### src/verilog/supply_monitor_pkg.sv
// constants, register map and field layout of the supply monitor and error logic
package supply_monitor_pkg;

	// ----------------------------------------
	// clocking and timing
	// ----------------------------------------
	localparam int unsigned PCLK_HZ      = 125_000_000;
	localparam int unsigned SCAN_HZ      = 500_000;
	localparam int unsigned SCAN_DIV     = PCLK_HZ / SCAN_HZ;
	localparam int unsigned BLANK_NS     = 8_000;
	localparam int unsigned BLANK_TICKS  = (BLANK_NS * (SCAN_HZ / 1000) + 999_999) / 1_000_000;
	localparam int unsigned XFER_RUN     = 4;
	localparam int unsigned CHANNELS     = 8;

	// ----------------------------------------
	// register byte addresses
	// ----------------------------------------
	localparam logic [7:0] ADDR_GLOBAL_ERROR   = 8'h00;
	localparam logic [7:0] ADDR_INTERNAL_ERROR = 8'h04;
	localparam logic [7:0] ADDR_GLOBAL_CONFIG  = 8'h08;
	localparam logic [7:0] ADDR_IRQ_STATUS     = 8'h0c;
	localparam logic [7:0] ADDR_IRQ_CLEAR      = 8'h10;
	localparam logic [7:0] ADDR_IRQ_ENABLE     = 8'h14;
	localparam logic [7:0] ADDR_CHAN_STATUS    = 8'h18;

	// ----------------------------------------
	// field positions
	// ----------------------------------------
	localparam int unsigned GE_UNDERVOLT   = 0;
	localparam int unsigned GE_MISSING     = 1;
	localparam int unsigned IE_XFER        = 0;
	localparam int unsigned IE_FOURFOLD    = 1;
	localparam int unsigned IE_CONV_FAULT  = 2;
	localparam int unsigned GC_DIV2        = 0;
	localparam int unsigned GC_FILT_LSB    = 1;
	localparam int unsigned GC_FILT_W      = 3;
	localparam int unsigned IRQ_UNDERVOLT  = 0;
	localparam int unsigned IRQ_MISSING    = 1;
	localparam int unsigned IRQ_PERSIST    = 2;
	localparam int unsigned IRQ_CONV_FAULT = 3;
	localparam int unsigned IRQ_W          = 4;
	localparam int unsigned CS_DATA_LSB    = 0;
	localparam int unsigned CS_IFSEL       = 8;
	localparam int unsigned CS_MODE0       = 9;
	localparam int unsigned CS_MODE1       = 10;

	// ----------------------------------------
	// reset values
	// ----------------------------------------
	localparam logic [1:0] GLOBAL_ERROR_RST   = 2'h3;
	localparam logic [2:0] INTERNAL_ERROR_RST = 3'h3;
	localparam logic [3:0] GLOBAL_CONFIG_RST  = 4'h0;
	localparam logic [3:0] IRQ_ENABLE_RST     = 4'h0;

endpackage

### src/verilog/filter_if.sv
// signals shared between the top and the channel filter bank
`timescale 1ns/1ps
interface filter_if #(
	parameter int unsigned CH = 8
);
	logic          scan_tick;
	logic          clear;
	logic [2:0]    len_code;
	logic [CH-1:0] sample;
	logic [CH-1:0] level;

	modport ctrl (
		output scan_tick, clear, len_code, sample,
		input  level
	);
	modport filt (
		input  scan_tick, clear, len_code, sample,
		output level
	);
endinterface

### src/verilog/supply_monitor_error_logic.sv
// supply supervision, error output, converter driver and channel filters
//
// Our own choices: the APB slave port and the address map.
`timescale 1ns/1ps

// How it works
// - apart from a clear to low, each filter output changes only after the sample held the new level for n scans
// - during lockout the error, config and irq registers reset and filters clear; transfer and supply flags set, error low
// - after lockout release the interface select and serial mode pins are captured
// - both supply comparators must hold for four scan periods before acting
// - qualified undervoltage sets its flag in the global error register; operation continues
// - qualified missing voltage sets its flag; host side logic keeps running
// - with converter enable high both supply detections are ignored
// - switches stay off while overcurrent is present, resume automatically after
// - host reads both error registers after power-up; reads update flags, error releases once persistent error is clear
// - switches run from the scan clock; divider bit halves switching frequency
// - converter timing is derived from the internal scan clock
// - drivers stop at shutdown temperature and restart only at restart level
// - the scan clock drives sampling and all averaging filters
// - transfer and supply monitoring are reported on the error output
// - four bad transfers set persistent error and clear filters; four good clear it
// - error output ors persistent error and transfer error flags with supply or converter status, active low
module supply_monitor_error_logic #(
	parameter int unsigned CH = supply_monitor_pkg::CHANNELS
) (
	// clock and reset
	input  wire logic          pclk,
	input  wire logic          presetn,
	// apb slave
	input  wire logic          psel,
	input  wire logic          penable,
	input  wire logic          pwrite,
	input  wire logic [7:0]    paddr,
	input  wire logic [31:0]   pwdata,
	output logic      [31:0]   prdata,
	output logic               pready,
	output logic               pslverr,
	// supply supervision pins
	input  wire logic          lockout_reset,
	input  wire logic          undervolt_cmp,
	input  wire logic          missing_cmp,
	// configuration pins
	input  wire logic          interface_sel,
	input  wire logic          serial_mode_sel0,
	input  wire logic          serial_mode_sel1,
	input  wire logic          converter_enable_in,
	// converter protection pins
	input  wire logic          overcurrent_in,
	input  wire logic          overtemp_shutdown,
	input  wire logic          overtemp_restart_ok,
	// barrier transfer status
	input  wire logic          xfer_toggle,
	input  wire logic          single_xfer_error,
	// channel comparators
	input  wire logic [CH-1:0] chan_cmp,
	// open-drain outputs, enable low while pulling low
	output logic               err_out,
	output logic               err_oe_n,
	output logic               converter_switch_a,
	output logic               converter_switch_a_oe_n,
	output logic               converter_switch_b,
	output logic               converter_switch_b_oe_n,
	// interrupt
	output logic               irq
);

	// ----------------------------------------
	// input synchronisers
	// ----------------------------------------
	localparam int unsigned NSYNC = CH + 12;
	// lockout reads active until the pins have passed both flops, so straps are taken settled
	localparam logic [NSYNC-1:0] SYNC_RST = {{CH{1'b0}}, 12'h800};
	wire [NSYNC-1:0] async_in = {chan_cmp, lockout_reset, undervolt_cmp, missing_cmp, interface_sel,
		serial_mode_sel0, serial_mode_sel1, converter_enable_in, overcurrent_in, overtemp_shutdown,
		overtemp_restart_ok, xfer_toggle, single_xfer_error};

	logic [NSYNC-1:0] meta_ff;
	logic [NSYNC-1:0] sync_ff;

	always_ff @(posedge pclk or negedge presetn) begin
		if (!presetn) begin
			meta_ff <= SYNC_RST;
			sync_ff <= SYNC_RST;
		end else begin
			meta_ff <= async_in;
			sync_ff <= meta_ff;
		end
	end

	wire [CH-1:0] s_chan      = sync_ff[NSYNC-1:12];
	wire          s_lockout   = sync_ff[11];
	wire          s_uv        = sync_ff[10];
	wire          s_mv        = sync_ff[9];
	wire          s_ifsel     = sync_ff[8];
	wire          s_mode0     = sync_ff[7];
	wire          s_mode1     = sync_ff[6];
	wire          s_self_pwr  = sync_ff[5];
	wire          s_overcur   = sync_ff[4];
	wire          s_hot       = sync_ff[3];
	wire          s_cool      = sync_ff[2];
	wire          s_xfer_tgl  = sync_ff[1];
	wire          s_xfer_bad  = sync_ff[0];

	// ----------------------------------------
	// scan clock tick
	// ----------------------------------------
	logic [7:0] scan_cnt_ff;
	logic       scan_tick_ff;

	wire scan_wrap = scan_cnt_ff == 8'(supply_monitor_pkg::SCAN_DIV - 1);

	always_ff @(posedge pclk or negedge presetn) begin
		if (!presetn) begin
			scan_cnt_ff  <= 8'h00;
			scan_tick_ff <= 1'b0;
		end else begin
			scan_cnt_ff  <= scan_wrap ? 8'h00 : scan_cnt_ff + 8'h01;
			scan_tick_ff <= scan_wrap;
		end
	end

	// ----------------------------------------
	// apb decode
	// ----------------------------------------
	wire       apb_done   = psel && penable && pready;
	wire       apb_wr     = apb_done && pwrite;
	wire       apb_rd     = apb_done && !pwrite;
	wire       hit_ge     = paddr == supply_monitor_pkg::ADDR_GLOBAL_ERROR;
	wire       hit_ie     = paddr == supply_monitor_pkg::ADDR_INTERNAL_ERROR;
	wire       hit_gc     = paddr == supply_monitor_pkg::ADDR_GLOBAL_CONFIG;
	wire       hit_is     = paddr == supply_monitor_pkg::ADDR_IRQ_STATUS;
	wire       hit_ic     = paddr == supply_monitor_pkg::ADDR_IRQ_CLEAR;
	wire       hit_en     = paddr == supply_monitor_pkg::ADDR_IRQ_ENABLE;
	wire       hit_cs     = paddr == supply_monitor_pkg::ADDR_CHAN_STATUS;
	wire       mapped     = hit_ge | hit_ie | hit_gc | hit_is | hit_ic | hit_en | hit_cs;
	wire       rd_ge      = apb_rd && hit_ge;
	wire       rd_ie      = apb_rd && hit_ie;

	// ----------------------------------------
	// supply comparator blanking
	// ----------------------------------------
	logic [2:0] uv_blank_ff;
	logic [2:0] mv_blank_ff;

	wire uv_raw = s_uv && !s_self_pwr;
	wire mv_raw = s_mv && !s_self_pwr;
	wire uv_ok  = uv_blank_ff == 3'(supply_monitor_pkg::BLANK_TICKS);
	wire mv_ok  = mv_blank_ff == 3'(supply_monitor_pkg::BLANK_TICKS);

	always_ff @(posedge pclk or negedge presetn) begin
		if (!presetn) begin
			uv_blank_ff <= 3'h0;
			mv_blank_ff <= 3'h0;
		end else begin
			uv_blank_ff <= !uv_raw ? 3'h0 : (scan_tick_ff && !uv_ok) ? uv_blank_ff + 3'h1 : uv_blank_ff;
			mv_blank_ff <= !mv_raw ? 3'h0 : (scan_tick_ff && !mv_ok) ? mv_blank_ff + 3'h1 : mv_blank_ff;
		end
	end

	// ----------------------------------------
	// barrier transfer monitor
	// ----------------------------------------
	logic       xfer_tgl_ff;
	logic [2:0] bad_run_ff;
	logic [2:0] good_run_ff;
	logic       persist_ff;

	wire       xfer_evt    = s_xfer_tgl != xfer_tgl_ff;
	wire [2:0] nxt_bad_run = s_xfer_bad ? ((bad_run_ff == 3'(supply_monitor_pkg::XFER_RUN)) ? bad_run_ff :
		bad_run_ff + 3'h1) : 3'h0;
	wire [2:0] nxt_good_run = !s_xfer_bad ? ((good_run_ff == 3'(supply_monitor_pkg::XFER_RUN)) ? good_run_ff :
		good_run_ff + 3'h1) : 3'h0;
	wire       persist_set = xfer_evt && nxt_bad_run == 3'(supply_monitor_pkg::XFER_RUN);
	wire       persist_clr = xfer_evt && nxt_good_run == 3'(supply_monitor_pkg::XFER_RUN);

	// ----------------------------------------
	// converter driver
	// ----------------------------------------
	logic gc_div2_ff;
	logic div_ph_ff;
	logic sw_phase_ff;
	logic hot_off_ff;

	wire nxt_hot_off = s_hot ? 1'b1 : s_cool ? 1'b0 : hot_off_ff;
	wire sw_step     = scan_tick_ff && (!gc_div2_ff || div_ph_ff);
	wire drive_on    = s_self_pwr && !s_overcur && !hot_off_ff;
	wire conv_fault  = s_self_pwr && (s_overcur || hot_off_ff);

	// ----------------------------------------
	// flags and registers
	// ----------------------------------------
	logic                                           ge_uv_ff;
	logic                                           ge_mv_ff;
	logic                                           ie_xfer_ff;
	logic                                           ie_four_ff;
	logic                                           ie_conv_ff;
	logic [supply_monitor_pkg::GC_FILT_W-1:0]       gc_filt_ff;
	logic [supply_monitor_pkg::IRQ_W-1:0]           irq_stat_ff;
	logic [supply_monitor_pkg::IRQ_W-1:0]           irq_en_ff;
	logic                                           lock_d_ff;
	logic                                           strap_ifsel_ff;
	logic                                           strap_mode0_ff;
	logic                                           strap_mode1_ff;

	// undervoltage sets, read clears; set wins
	wire nxt_ge_uv   = (ge_uv_ff && !rd_ge) || uv_ok;
	wire nxt_ge_mv   = (ge_mv_ff && !rd_ge) || mv_ok;
	wire nxt_ie_xfer = (ie_xfer_ff && !rd_ie) || (xfer_evt && s_xfer_bad);
	wire nxt_ie_four = (ie_four_ff && !rd_ie) || persist_ff;
	wire nxt_ie_conv = (ie_conv_ff && !rd_ie) || conv_fault;

	wire [supply_monitor_pkg::IRQ_W-1:0] irq_evt = {conv_fault && !ie_conv_ff, persist_set && !persist_ff,
		mv_ok && !ge_mv_ff, uv_ok && !ge_uv_ff};
	wire [supply_monitor_pkg::IRQ_W-1:0] irq_clr = (apb_wr && hit_ic) ?
		pwdata[supply_monitor_pkg::IRQ_W-1:0] : '0;

	wire supply_err  = s_self_pwr ? (ie_conv_ff || conv_fault) : (ge_uv_ff || ge_mv_ff || uv_ok || mv_ok);
	wire nxt_err     = persist_ff || ie_four_ff || ie_xfer_ff || supply_err;

	wire strap_take  = lock_d_ff && !s_lockout;

	// ----------------------------------------
	// filter bank
	// ----------------------------------------
	filter_if #(.CH(CH)) fbus ();

	// filters run on the scan tick
	assign fbus.scan_tick = scan_tick_ff;
	assign fbus.clear     = persist_ff || s_lockout;
	assign fbus.len_code  = gc_filt_ff;
	assign fbus.sample    = s_chan;

	channel_filter_bank #(.CH(CH)) u_filters (
		.pclk    (pclk),
		.presetn (presetn),
		.fb      (fbus.filt)
	);

	// ----------------------------------------
	// read data mux
	// ----------------------------------------
	wire [31:0] rd_word =
		hit_ge ? {30'h0, ge_mv_ff, ge_uv_ff} :
		hit_ie ? {29'h0, ie_conv_ff, ie_four_ff, ie_xfer_ff} :
		hit_gc ? {28'h0, gc_filt_ff, gc_div2_ff} :
		hit_is ? {28'h0, irq_stat_ff} :
		hit_en ? {28'h0, irq_en_ff} :
		hit_cs ? {21'h0, strap_mode1_ff, strap_mode0_ff, strap_ifsel_ff, 8'(fbus.level)} :
		32'h0;

	// ----------------------------------------
	// apb answer
	// ----------------------------------------
	always_ff @(posedge pclk or negedge presetn) begin
		if (!presetn) begin
			pready  <= 1'b0;
			prdata  <= 32'h0;
			pslverr <= 1'b0;
		end else begin
			pready  <= psel && penable && !pready;
			prdata  <= (psel && penable && !pready && !pwrite) ? rd_word : 32'h0;
			pslverr <= psel && penable && !pready && !mapped;
		end
	end

	// ----------------------------------------
	// lockout-reset state
	// ----------------------------------------
	// lockout is a synchronous register reset, so a field dip restores the reset values of the error, config, irq and transfer monitor registers
	always_ff @(posedge pclk or negedge presetn) begin
		if (!presetn) begin
			ge_uv_ff    <= supply_monitor_pkg::GLOBAL_ERROR_RST[supply_monitor_pkg::GE_UNDERVOLT];
			ge_mv_ff    <= supply_monitor_pkg::GLOBAL_ERROR_RST[supply_monitor_pkg::GE_MISSING];
			ie_xfer_ff  <= supply_monitor_pkg::INTERNAL_ERROR_RST[supply_monitor_pkg::IE_XFER];
			ie_four_ff  <= supply_monitor_pkg::INTERNAL_ERROR_RST[supply_monitor_pkg::IE_FOURFOLD];
			ie_conv_ff  <= supply_monitor_pkg::INTERNAL_ERROR_RST[supply_monitor_pkg::IE_CONV_FAULT];
			gc_div2_ff  <= supply_monitor_pkg::GLOBAL_CONFIG_RST[supply_monitor_pkg::GC_DIV2];
			gc_filt_ff  <= supply_monitor_pkg::GLOBAL_CONFIG_RST[3:1];
			irq_en_ff   <= supply_monitor_pkg::IRQ_ENABLE_RST;
			irq_stat_ff <= '0;
			persist_ff  <= 1'b1;
			bad_run_ff  <= 3'h0;
			good_run_ff <= 3'h0;
		end else if (s_lockout) begin
			ge_uv_ff    <= supply_monitor_pkg::GLOBAL_ERROR_RST[supply_monitor_pkg::GE_UNDERVOLT];
			ge_mv_ff    <= supply_monitor_pkg::GLOBAL_ERROR_RST[supply_monitor_pkg::GE_MISSING];
			ie_xfer_ff  <= supply_monitor_pkg::INTERNAL_ERROR_RST[supply_monitor_pkg::IE_XFER];
			ie_four_ff  <= supply_monitor_pkg::INTERNAL_ERROR_RST[supply_monitor_pkg::IE_FOURFOLD];
			ie_conv_ff  <= supply_monitor_pkg::INTERNAL_ERROR_RST[supply_monitor_pkg::IE_CONV_FAULT];
			gc_div2_ff  <= supply_monitor_pkg::GLOBAL_CONFIG_RST[supply_monitor_pkg::GC_DIV2];
			gc_filt_ff  <= supply_monitor_pkg::GLOBAL_CONFIG_RST[3:1];
			irq_en_ff   <= supply_monitor_pkg::IRQ_ENABLE_RST;
			irq_stat_ff <= '0;
			persist_ff  <= 1'b1;
			bad_run_ff  <= 3'h0;
			good_run_ff <= 3'h0;
		end else begin
			ge_uv_ff    <= nxt_ge_uv;
			ge_mv_ff    <= nxt_ge_mv;
			ie_xfer_ff  <= nxt_ie_xfer;
			ie_four_ff  <= nxt_ie_four;
			ie_conv_ff  <= nxt_ie_conv;
			gc_div2_ff  <= (apb_wr && hit_gc) ? pwdata[supply_monitor_pkg::GC_DIV2] : gc_div2_ff;
			gc_filt_ff  <= (apb_wr && hit_gc) ? pwdata[3:1] : gc_filt_ff;
			irq_en_ff   <= (apb_wr && hit_en) ? pwdata[supply_monitor_pkg::IRQ_W-1:0] : irq_en_ff;
			// sticky events, a new event beats a clear in the same cycle
			irq_stat_ff <= (irq_stat_ff & ~irq_clr) | irq_evt;
			persist_ff  <= persist_set ? 1'b1 : persist_clr ? 1'b0 : persist_ff;
			bad_run_ff  <= xfer_evt ? nxt_bad_run : bad_run_ff;
			good_run_ff <= xfer_evt ? nxt_good_run : good_run_ff;
		end
	end

	// ----------------------------------------
	// straps, transfer edge, converter state
	// ----------------------------------------
	always_ff @(posedge pclk or negedge presetn) begin
		if (!presetn) begin
			lock_d_ff      <= 1'b1;
			strap_ifsel_ff <= 1'b1;
			strap_mode0_ff <= 1'b0;
			strap_mode1_ff <= 1'b0;
			xfer_tgl_ff    <= 1'b0;
			hot_off_ff     <= 1'b0;
			div_ph_ff      <= 1'b0;
			sw_phase_ff    <= 1'b0;
		end else begin
			lock_d_ff      <= s_lockout;
			strap_ifsel_ff <= strap_take ? s_ifsel : strap_ifsel_ff;
			strap_mode0_ff <= strap_take ? s_mode0 : strap_mode0_ff;
			strap_mode1_ff <= strap_take ? s_mode1 : strap_mode1_ff;
			xfer_tgl_ff    <= s_xfer_tgl;
			hot_off_ff     <= nxt_hot_off;
			div_ph_ff      <= scan_tick_ff ? !div_ph_ff : div_ph_ff;
			sw_phase_ff    <= sw_step ? !sw_phase_ff : sw_phase_ff;
		end
	end

	// ----------------------------------------
	// output stage
	// ----------------------------------------
	// the pins stay released while the driver is off, so the transformer never sees dc
	always_ff @(posedge pclk or negedge presetn) begin
		if (!presetn) begin
			err_out                 <= 1'b0;
			err_oe_n                <= 1'b0;
			converter_switch_a      <= 1'b0;
			converter_switch_a_oe_n <= 1'b1;
			converter_switch_b      <= 1'b0;
			converter_switch_b_oe_n <= 1'b1;
			irq                     <= 1'b0;
		end else begin
			err_out                 <= 1'b0;
			err_oe_n                <= !nxt_err;
			converter_switch_a      <= 1'b0;
			converter_switch_a_oe_n <= !(drive_on && !sw_phase_ff);
			converter_switch_b      <= 1'b0;
			converter_switch_b_oe_n <= !(drive_on && sw_phase_ff);
			irq                     <= |(irq_stat_ff & irq_en_ff);
		end
	end

endmodule

### src/verilog/channel_filter_bank.sv
// per-channel averaging filters clocked by the scan tick
`timescale 1ns/1ps
module channel_filter_bank #(
	parameter int unsigned CH = 8
) (
	// clock and reset
	input wire logic pclk,
	input wire logic presetn,
	// filter control and data
	filter_if.filt   fb
);

	// averaging length in scan samples for a config code
	function automatic logic [7:0] avg_len(input logic [2:0] code);
		avg_len = 8'h01 << code;
	endfunction

	wire [7:0] len = avg_len(fb.len_code);

	logic [CH-1:0] level_ff;
	logic [7:0]    cnt_ff [CH];

	assign fb.level = level_ff;

	genvar g;
	generate
		for (g = 0; g < CH; g++) begin : g_ch
			wire       differs   = fb.sample[g] != level_ff[g];
			wire [7:0] nxt_cnt   = differs ? cnt_ff[g] + 8'h01 : 8'h00;
			wire       nxt_flip  = differs && (nxt_cnt >= len);

			always_ff @(posedge pclk or negedge presetn) begin
				if (!presetn) begin
					level_ff[g] <= 1'b0;
					cnt_ff[g]   <= 8'h00;
				end else if (fb.clear) begin
					level_ff[g] <= 1'b0;
					cnt_ff[g]   <= 8'h00;
				end else if (fb.scan_tick) begin
					level_ff[g] <= nxt_flip ? fb.sample[g] : level_ff[g];
					cnt_ff[g]   <= nxt_flip ? 8'h00 : nxt_cnt;
				end
			end
		end
	endgenerate

endmodule

### config.mk
export PLATFORM = sky130hd
export DESIGN_NAME = supply_monitor_error_logic
export DESIGN_NICKNAME = d
export VERILOG_FILES = /design/src/verilog/supply_monitor_pkg.sv /design/src/verilog/filter_if.sv /design/src/verilog/supply_monitor_error_logic.sv /design/src/verilog/channel_filter_bank.sv
export SDC_FILE = /design/constraint.sdc
export NUM_CORES = 1
export LEC_CHECK = 0
export CAP_MARGIN = 10
export CORE_MARGIN = 2
export CORE_UTILIZATION = 30
export DETAILED_ROUTE_END_ITERATION = 8
export DONT_BUFFER_PORTS = 1
export HOLD_SLACK_MARGIN = 0.12
export PLACE_DENSITY = 0.48
export SKIP_CTS_REPAIR_TIMING = 1
export SLEW_MARGIN = 20
export SYNTH_ARGS = -nofsm -noshare
export SYNTH_HDL_FRONTEND = slang
export SYNTH_SLANG_ARGS = --single-unit
### constraint.sdc
create_clock -name pclk -period 3.3 [get_ports pclk]
set_input_delay 0.495 -clock pclk [delete_from_list [all_inputs] [get_ports pclk]]
set_output_delay 0.495 -clock pclk [all_outputs]
set_load 0.005 [all_outputs]
# [After elaboration in Yosys (flattened, before gate mapping)]
# Cells that the tools add are included.
[totals] register_bits=176 elab_cells=303
[op_classes] add_sub_neg=13 magnitude_cmp=8 n_eq_ne=24 shift=1 n_mux=95 bitwise=10 reduce_logical=103
[op_table] operator="two-way mux 8 bit" n=33
[op_table] operator="two-way mux 11 bit" n=7
[op_table] operator="adder 8 x 1 -> 8 bit (second input constant)" n=9
[op_table] operator="greater-or-equal comparator 8 bit" n=8
[op_table] operator="logical AND 1 bit" n=43
[op_table] operator="two-way mux 3 bit" n=14
[op_table] operator="two-way mux 1 bit" n=37
[op_table] operator="nonzero test 2 bit" n=13
[op_table] operator="== test 8 x 5 -> 1 bit (second input constant)" n=3
[op_table] operator="zero test 1 bit" n=21
[op_table] operator="== test 3 bit (second input constant)" n=6
[op_table] operator="== test 8 x 4 -> 1 bit (second input constant)" n=2
[op_table] operator="two-way mux 4 bit" n=4
[op_table] operator="AND reduction 2 bit" n=8
[op_table] operator="logical OR 1 bit" n=15
[op_table] operator="adder 3 x 1 -> 3 bit (second input constant)" n=4
[op_table] operator="inequality test 1 bit" n=9
[op_table] operator="bitwise AND 4 bit" n=2
[op_table] operator="== test 8 x 3 -> 1 bit (second input constant)" n=1
[op_table] operator="== test 8 bit (second input constant)" n=1
[op_table] operator="zero test 8 bit" n=1
[op_table] operator="<< shifter 1 x 3 -> 8 bit (first input constant)" n=1
[op_table] operator="bitwise OR 1 bit" n=6
[op_table] operator="inequality test 2 x 1 -> 1 bit (second input constant)" n=2
[op_table] operator="other kinds (4)" n=4

# [Longest topological paths before layout]
[logic_depth] depth_word=9 mapped_depth=12 mapped_depth_nobuf=11

# [By module]
# Synthesis repeated with hierarchy kept, for this count alone.
[unflattened] hier_cells=1001 area_unflattened_um2=10092.2
[modules_own_cells] module="channel_filter_bank" instances=1 cells_per_inst=625 area_each_um2=5731.7 seq_area_each_um2=1801.7
[modules_own_cells] module="supply_monitor_error_logic" instances=1 cells_per_inst=376 area_each_um2=4360.4 seq_area_each_um2=2616.3

# [Worst setup path before layout]
# Ideal clock, no wire load.
[synth_path] kind="flip-flop to flip-flop" startpoint="reg u_filters.cnt_ff[48] in the netlist's numbering" endpoint="reg u_filters.cnt_ff[50] in the netlist's numbering" setup_time_ps=82 t_arrival_ps=2779 required_ps=3218 slack_ps=439 path_stages_with_launch=11 n_path_buf=0 path_cell_list="dfrtp_1 -> ha_1 -> nand3_1 -> or3_1 -> a21oi_1 -> ha_1 -> a21o_1 -> a21o_1 -> a311o_1 -> or3b_1 -> a31oi_1"
[synth_between] elab_chain_len=7
[synth_rtl] item="start, declared" line="channel_filter_bank.sv:21" text="logic [7:0] cnt_ff [CH];"
[synth_rtl] item="start signal, assigned by index" line="channel_filter_bank.sv:41" text="cnt_ff[g] <= nxt_flip ? 8'h00 : nxt_cnt;"
[synth_rtl] item="adder 8 x 1 -> 8 bit (*)" line="channel_filter_bank.sv:29" text="wire [7:0] nxt_cnt = differs ? cnt_ff[g] + 8'h01 : 8'h00;"
[synth_rtl] item="two-way mux 8 bit (*)" line="channel_filter_bank.sv:29"
[synth_rtl] item="greater-or-equal comparator 8 bit" line="channel_filter_bank.sv:30" text="wire nxt_flip = differs && (nxt_cnt >= len);"
[synth_rtl] item="logical AND 1 bit" line="channel_filter_bank.sv:30"
[synth_rtl] item="two-way mux 8 bit (*)" line="channel_filter_bank.sv:41"
[synth_rtl] item="two-way mux 8 bit (*)" line="channel_filter_bank.sv:39" text="end else if (fb.scan_tick) begin"
[synth_rtl] item="two-way mux 8 bit (*)" line="channel_filter_bank.sv:36" text="end else if (fb.clear) begin"
# Mark *: on every way between the ends. The rest lies on a longest branch, timed or not. The select of a mux whose other input is x is not followed.
# A chain may end at the register's enable or synchronous reset.

# [Final worst setup path]
# Same ends and word-level chain as after synthesis.

==> impl_metrics.json <==
{
  "routedWlPerCell_um": 15.2,
  "dieArea_sq_um": 36200,
  "synthArstFlopShare": 1.00,
  "clockBufferDepth": 2,
  "drv_cap": 0,
  "setup_viol": 0,
  "clock-root-buffer": "clkbuf_16",
  "port-buffer-count": 0,
  "cp_max_fo": 6,
  "gp_congestion": 0.778,
  "status": "finished, violations left",
  "antenna_found_initial": 1,
  "path_cells": "ha_1, nand3_1, or3_1, a21oi_1, ha_1, a21o_1, a21o_1, a311o_1, or3b_1, a31oi_1",
  "initialDrtViolationCount": 482,
  "diodes": 0,
  "finalHoldViolations": 173,
  "synth_area_per_cell_sq_um": 9.27,
  "numCtsBuffers": 17,
  "ys_seq_elements": 176,
  "ys_seq_area_frac": 0.424,
  "path_class": "reg -> reg",
  "top_layer": "met4",
  "rows": 68,
  "first_global_vias": 7878,
  "required_ps": 3660,
  "grt_pass1_wl_um": 40900,
  "hpwlAfterDp_um": 16200,
  "synth-main-ff-cell": "dfrtp_1",
  "worst_pin_slew_ps": 733,
  "routed_wl_um": 24500,
  "core_area_sq_um": 34400,
  "overflow": 0,
  "endpoint_kind": "register",
  "avgViaCountPerCell": 4.98,
  "ys_top_cells_by_area": "dfrtp_1 (40%), ha_1 (9.8%), a21oi_1 (4.3%)",
  "fin_crit_sh": 0.900,
  "holdWs_ps": -254,
  "cts.sinks": 176,
  "timing.fmax_ghz": 0.337,
  "multi_input_area_sq_um": 5670,
  "synth_edf_count": 0,
  "n_fill_cell": 3556,
  "area_growth_pct": 13.1,
  "final_util": 0.343,
  "drive_gt1_frac": 0.0922,
  "cp.arrival_ps": 3330,
  "violations": "hold timing",
  "fin_tns_setup_ps": 0,
  "hp-class": "in -> async",
  "drv_slew": 0,
  "p_per_area_nw_per_um2": 381,
  "die_height_um": 190,
  "pin_count": 106,
  "slew_headroom": 0.512,
  "synth_cells": 1124,
  "ys.warnings.count": 0,
  "ff_latch_area_sq_um": 4420,
  "cp_slowest_cell": "dfrtp_1",
  "ys_types": 66,
  "drc": 0,
  "cts_tree": "done",
  "power_leakage_uw": 0.00488,
  "slowest_delay_ps": 440,
  "irDropWorstVdd_mv": 0.306,
  "grt_usage": 0.141,
  "htreeDepth": 4,
  "rsz0062_at_grt": "false",
  "met3_length_um": 775,
  "met2WireLength_um": 11200,
  "period_needed_ps": 2970,
  "clkLatencyLatePin_ps": 440,
  "clock_skew_ps": 10.5,
  "yosysTopAreaCell": "dfrtp_1",
  "initial_utilization": 0.303,
  "grt_max_degree": 177,
  "nets": 1294,
  "syn_area_sq_um": 10400,
  "worst_setup_path_start_kind": "register",
  "synth_top_area_share": 0.396,
  "num_vias": 8035,
  "firstDrtPassIters": 7,
  "met1_length_um": 12200,
  "ant_nets": 0,
  "cts.reportedPaths.clkPinSlew_ps": 80,
  "die_w_um": 190
}
## layout by cell type (no fill, tap or decap), drive strengths merged, types with 21 or more instances in the layout
cell and n:
a21oi 90, and2 21, buf 30, conb 24
dfrtp 165, ha 82, inv 26, nand2 105
nand3 67, nor2 109, nor2b 24, nor3 36
o21ai 28, or3 24, xnor2 28, xor2 30
## synth_stat cells (3+ instances only)
cell and instances:
buf_2 8, dfstp_2 11, o211ai_1 13, clkbuf_1 35, nand3b_1 13, buf_4 24, dfrtp_1 165, a31o_2 7
a31oi_1 20, or4_1 8, a221o_1 3, nand3_1 67, o21ai_0 27, xnor2_1 28, nand2_1 105, nand2b_1 20
inv_1 17, nor3_1 33, nand4_1 15, mux2_2 5, o21a_1 11, nor2_1 108, a21oi_1 89, or2_2 6
or3_1 24, ha_1 82, a21o_1 15, and3_1 13, nor4_1 5, mux2i_1 10, nor2b_1 24, and2_1 21
a221oi_1 3, o31a_1 8, a211oi_1 7, xor2_1 30, a22oi_1 5
## stage by stage
| stage | setup slack, ps | std cells | area (sq um) | total power [uW] |
|---|---|---|---|---|
| floorplan | 439 | 1147 | 10500 | 2390 |
| global placement | 353 | 1563 | 11000 | 2420 |
| detailed placement | 377 | 1563 | 11000 | 2420 |
| CTS | 315 | 1595 | 11600 | 4550 |
| global route | 131 | 1615 | 11800 | 4660 |
| finish | 331 | 1615 | 11800 | 4490 |
## layer usage
layer | global-route usage | vias up
met1 | 0.196 | 3908
met4 | 0.0411 | 0
li1 | - | 4000
met2 | 0.222 | 99
met5 | 0 | -
met3 | 0.0282 | 28
## worst max-delay path, delay by kind of cell, from the launching register on
family / cells / cell delay (ps)
compound gates: 5 / 1090
fa+ha+maj: 2 / 520
flops: 1 / 440
simple gates: 3 / 830
## path summary, 6_finish.rpt
check	to	depth (start not counted)	start	slack, ps
worst max register to register	u_filters.cnt_ff[50]$_DFFE_PN0P_	10	u_filters.cnt_ff[48]$_DFFE_PN0P_	330
max in group asynchronous	strap_ifsel_ff$_DFFE_PN1P_	0	presetn	3260
worst min register to register	sync_ff[8]$_DFF_PN0_	0	meta_ff[8]$_DFF_PN0_	350
worst max-delay path	u_filters.cnt_ff[50]$_DFFE_PN0P_	10	u_filters.cnt_ff[48]$_DFFE_PN0P_	330
min in group pclk	irq_en_ff[1]$_DFFE_PN0P_	2	pwdata[1]	210
worst min-delay path	meta_ff[0]$_DFF_PN0_	0	presetn	-250
## power breakdown
part	switching (uW)	internal (uW)
registers	24.6	2200
logic	97.4	76.0
clock network	1000	1090
total	1120	3370
## area by class of cell
| cell class | count | area share |
|---|---|---|
| clock buffers | 17 | 0.0361 |
| clock inverters | 15 | 0.0158 |
| inverters | 18 | 0.00573 |
| multi-input cells | 884 | 0.481 |
| flip-flops and latches | 176 | 0.375 |
| well taps | 455 | 0.0483 |
| repair buffers | 50 | 0.0382 |
## cell families (layout without fill, tap and decap cells)
| kind of cell | count (synthesis) | count (layout) | share of synthesized area |
|---|---|---|---|
| simple gates | 481 | 481 | 0.236 |
| compound gates | 224 | 224 | 0.136 |
| flops | 176 | 176 | 0.424 |
| buf+inv | 87 | 100 | 0.0409 |
| fa+ha+maj | 82 | 82 | 0.0984 |
| xor+xnor | 58 | 58 | 0.0487 |
| mux | 15 | 15 | 0.0150 |
| other cells | 1 | 24 | 0.000360 |
## sequential cells by signal, indices dropped and copies added (netlist names), 4 cells and up
name	flops
irq_en_ff	4
irq_stat_ff	4
meta_ff	20
prdata	11
scan_cnt_ff	8
sync_ff	20
u_filters.cnt_ff	64
u_filters.fb.level	8
No activity file was read; power rests on OpenSTA's default activity.
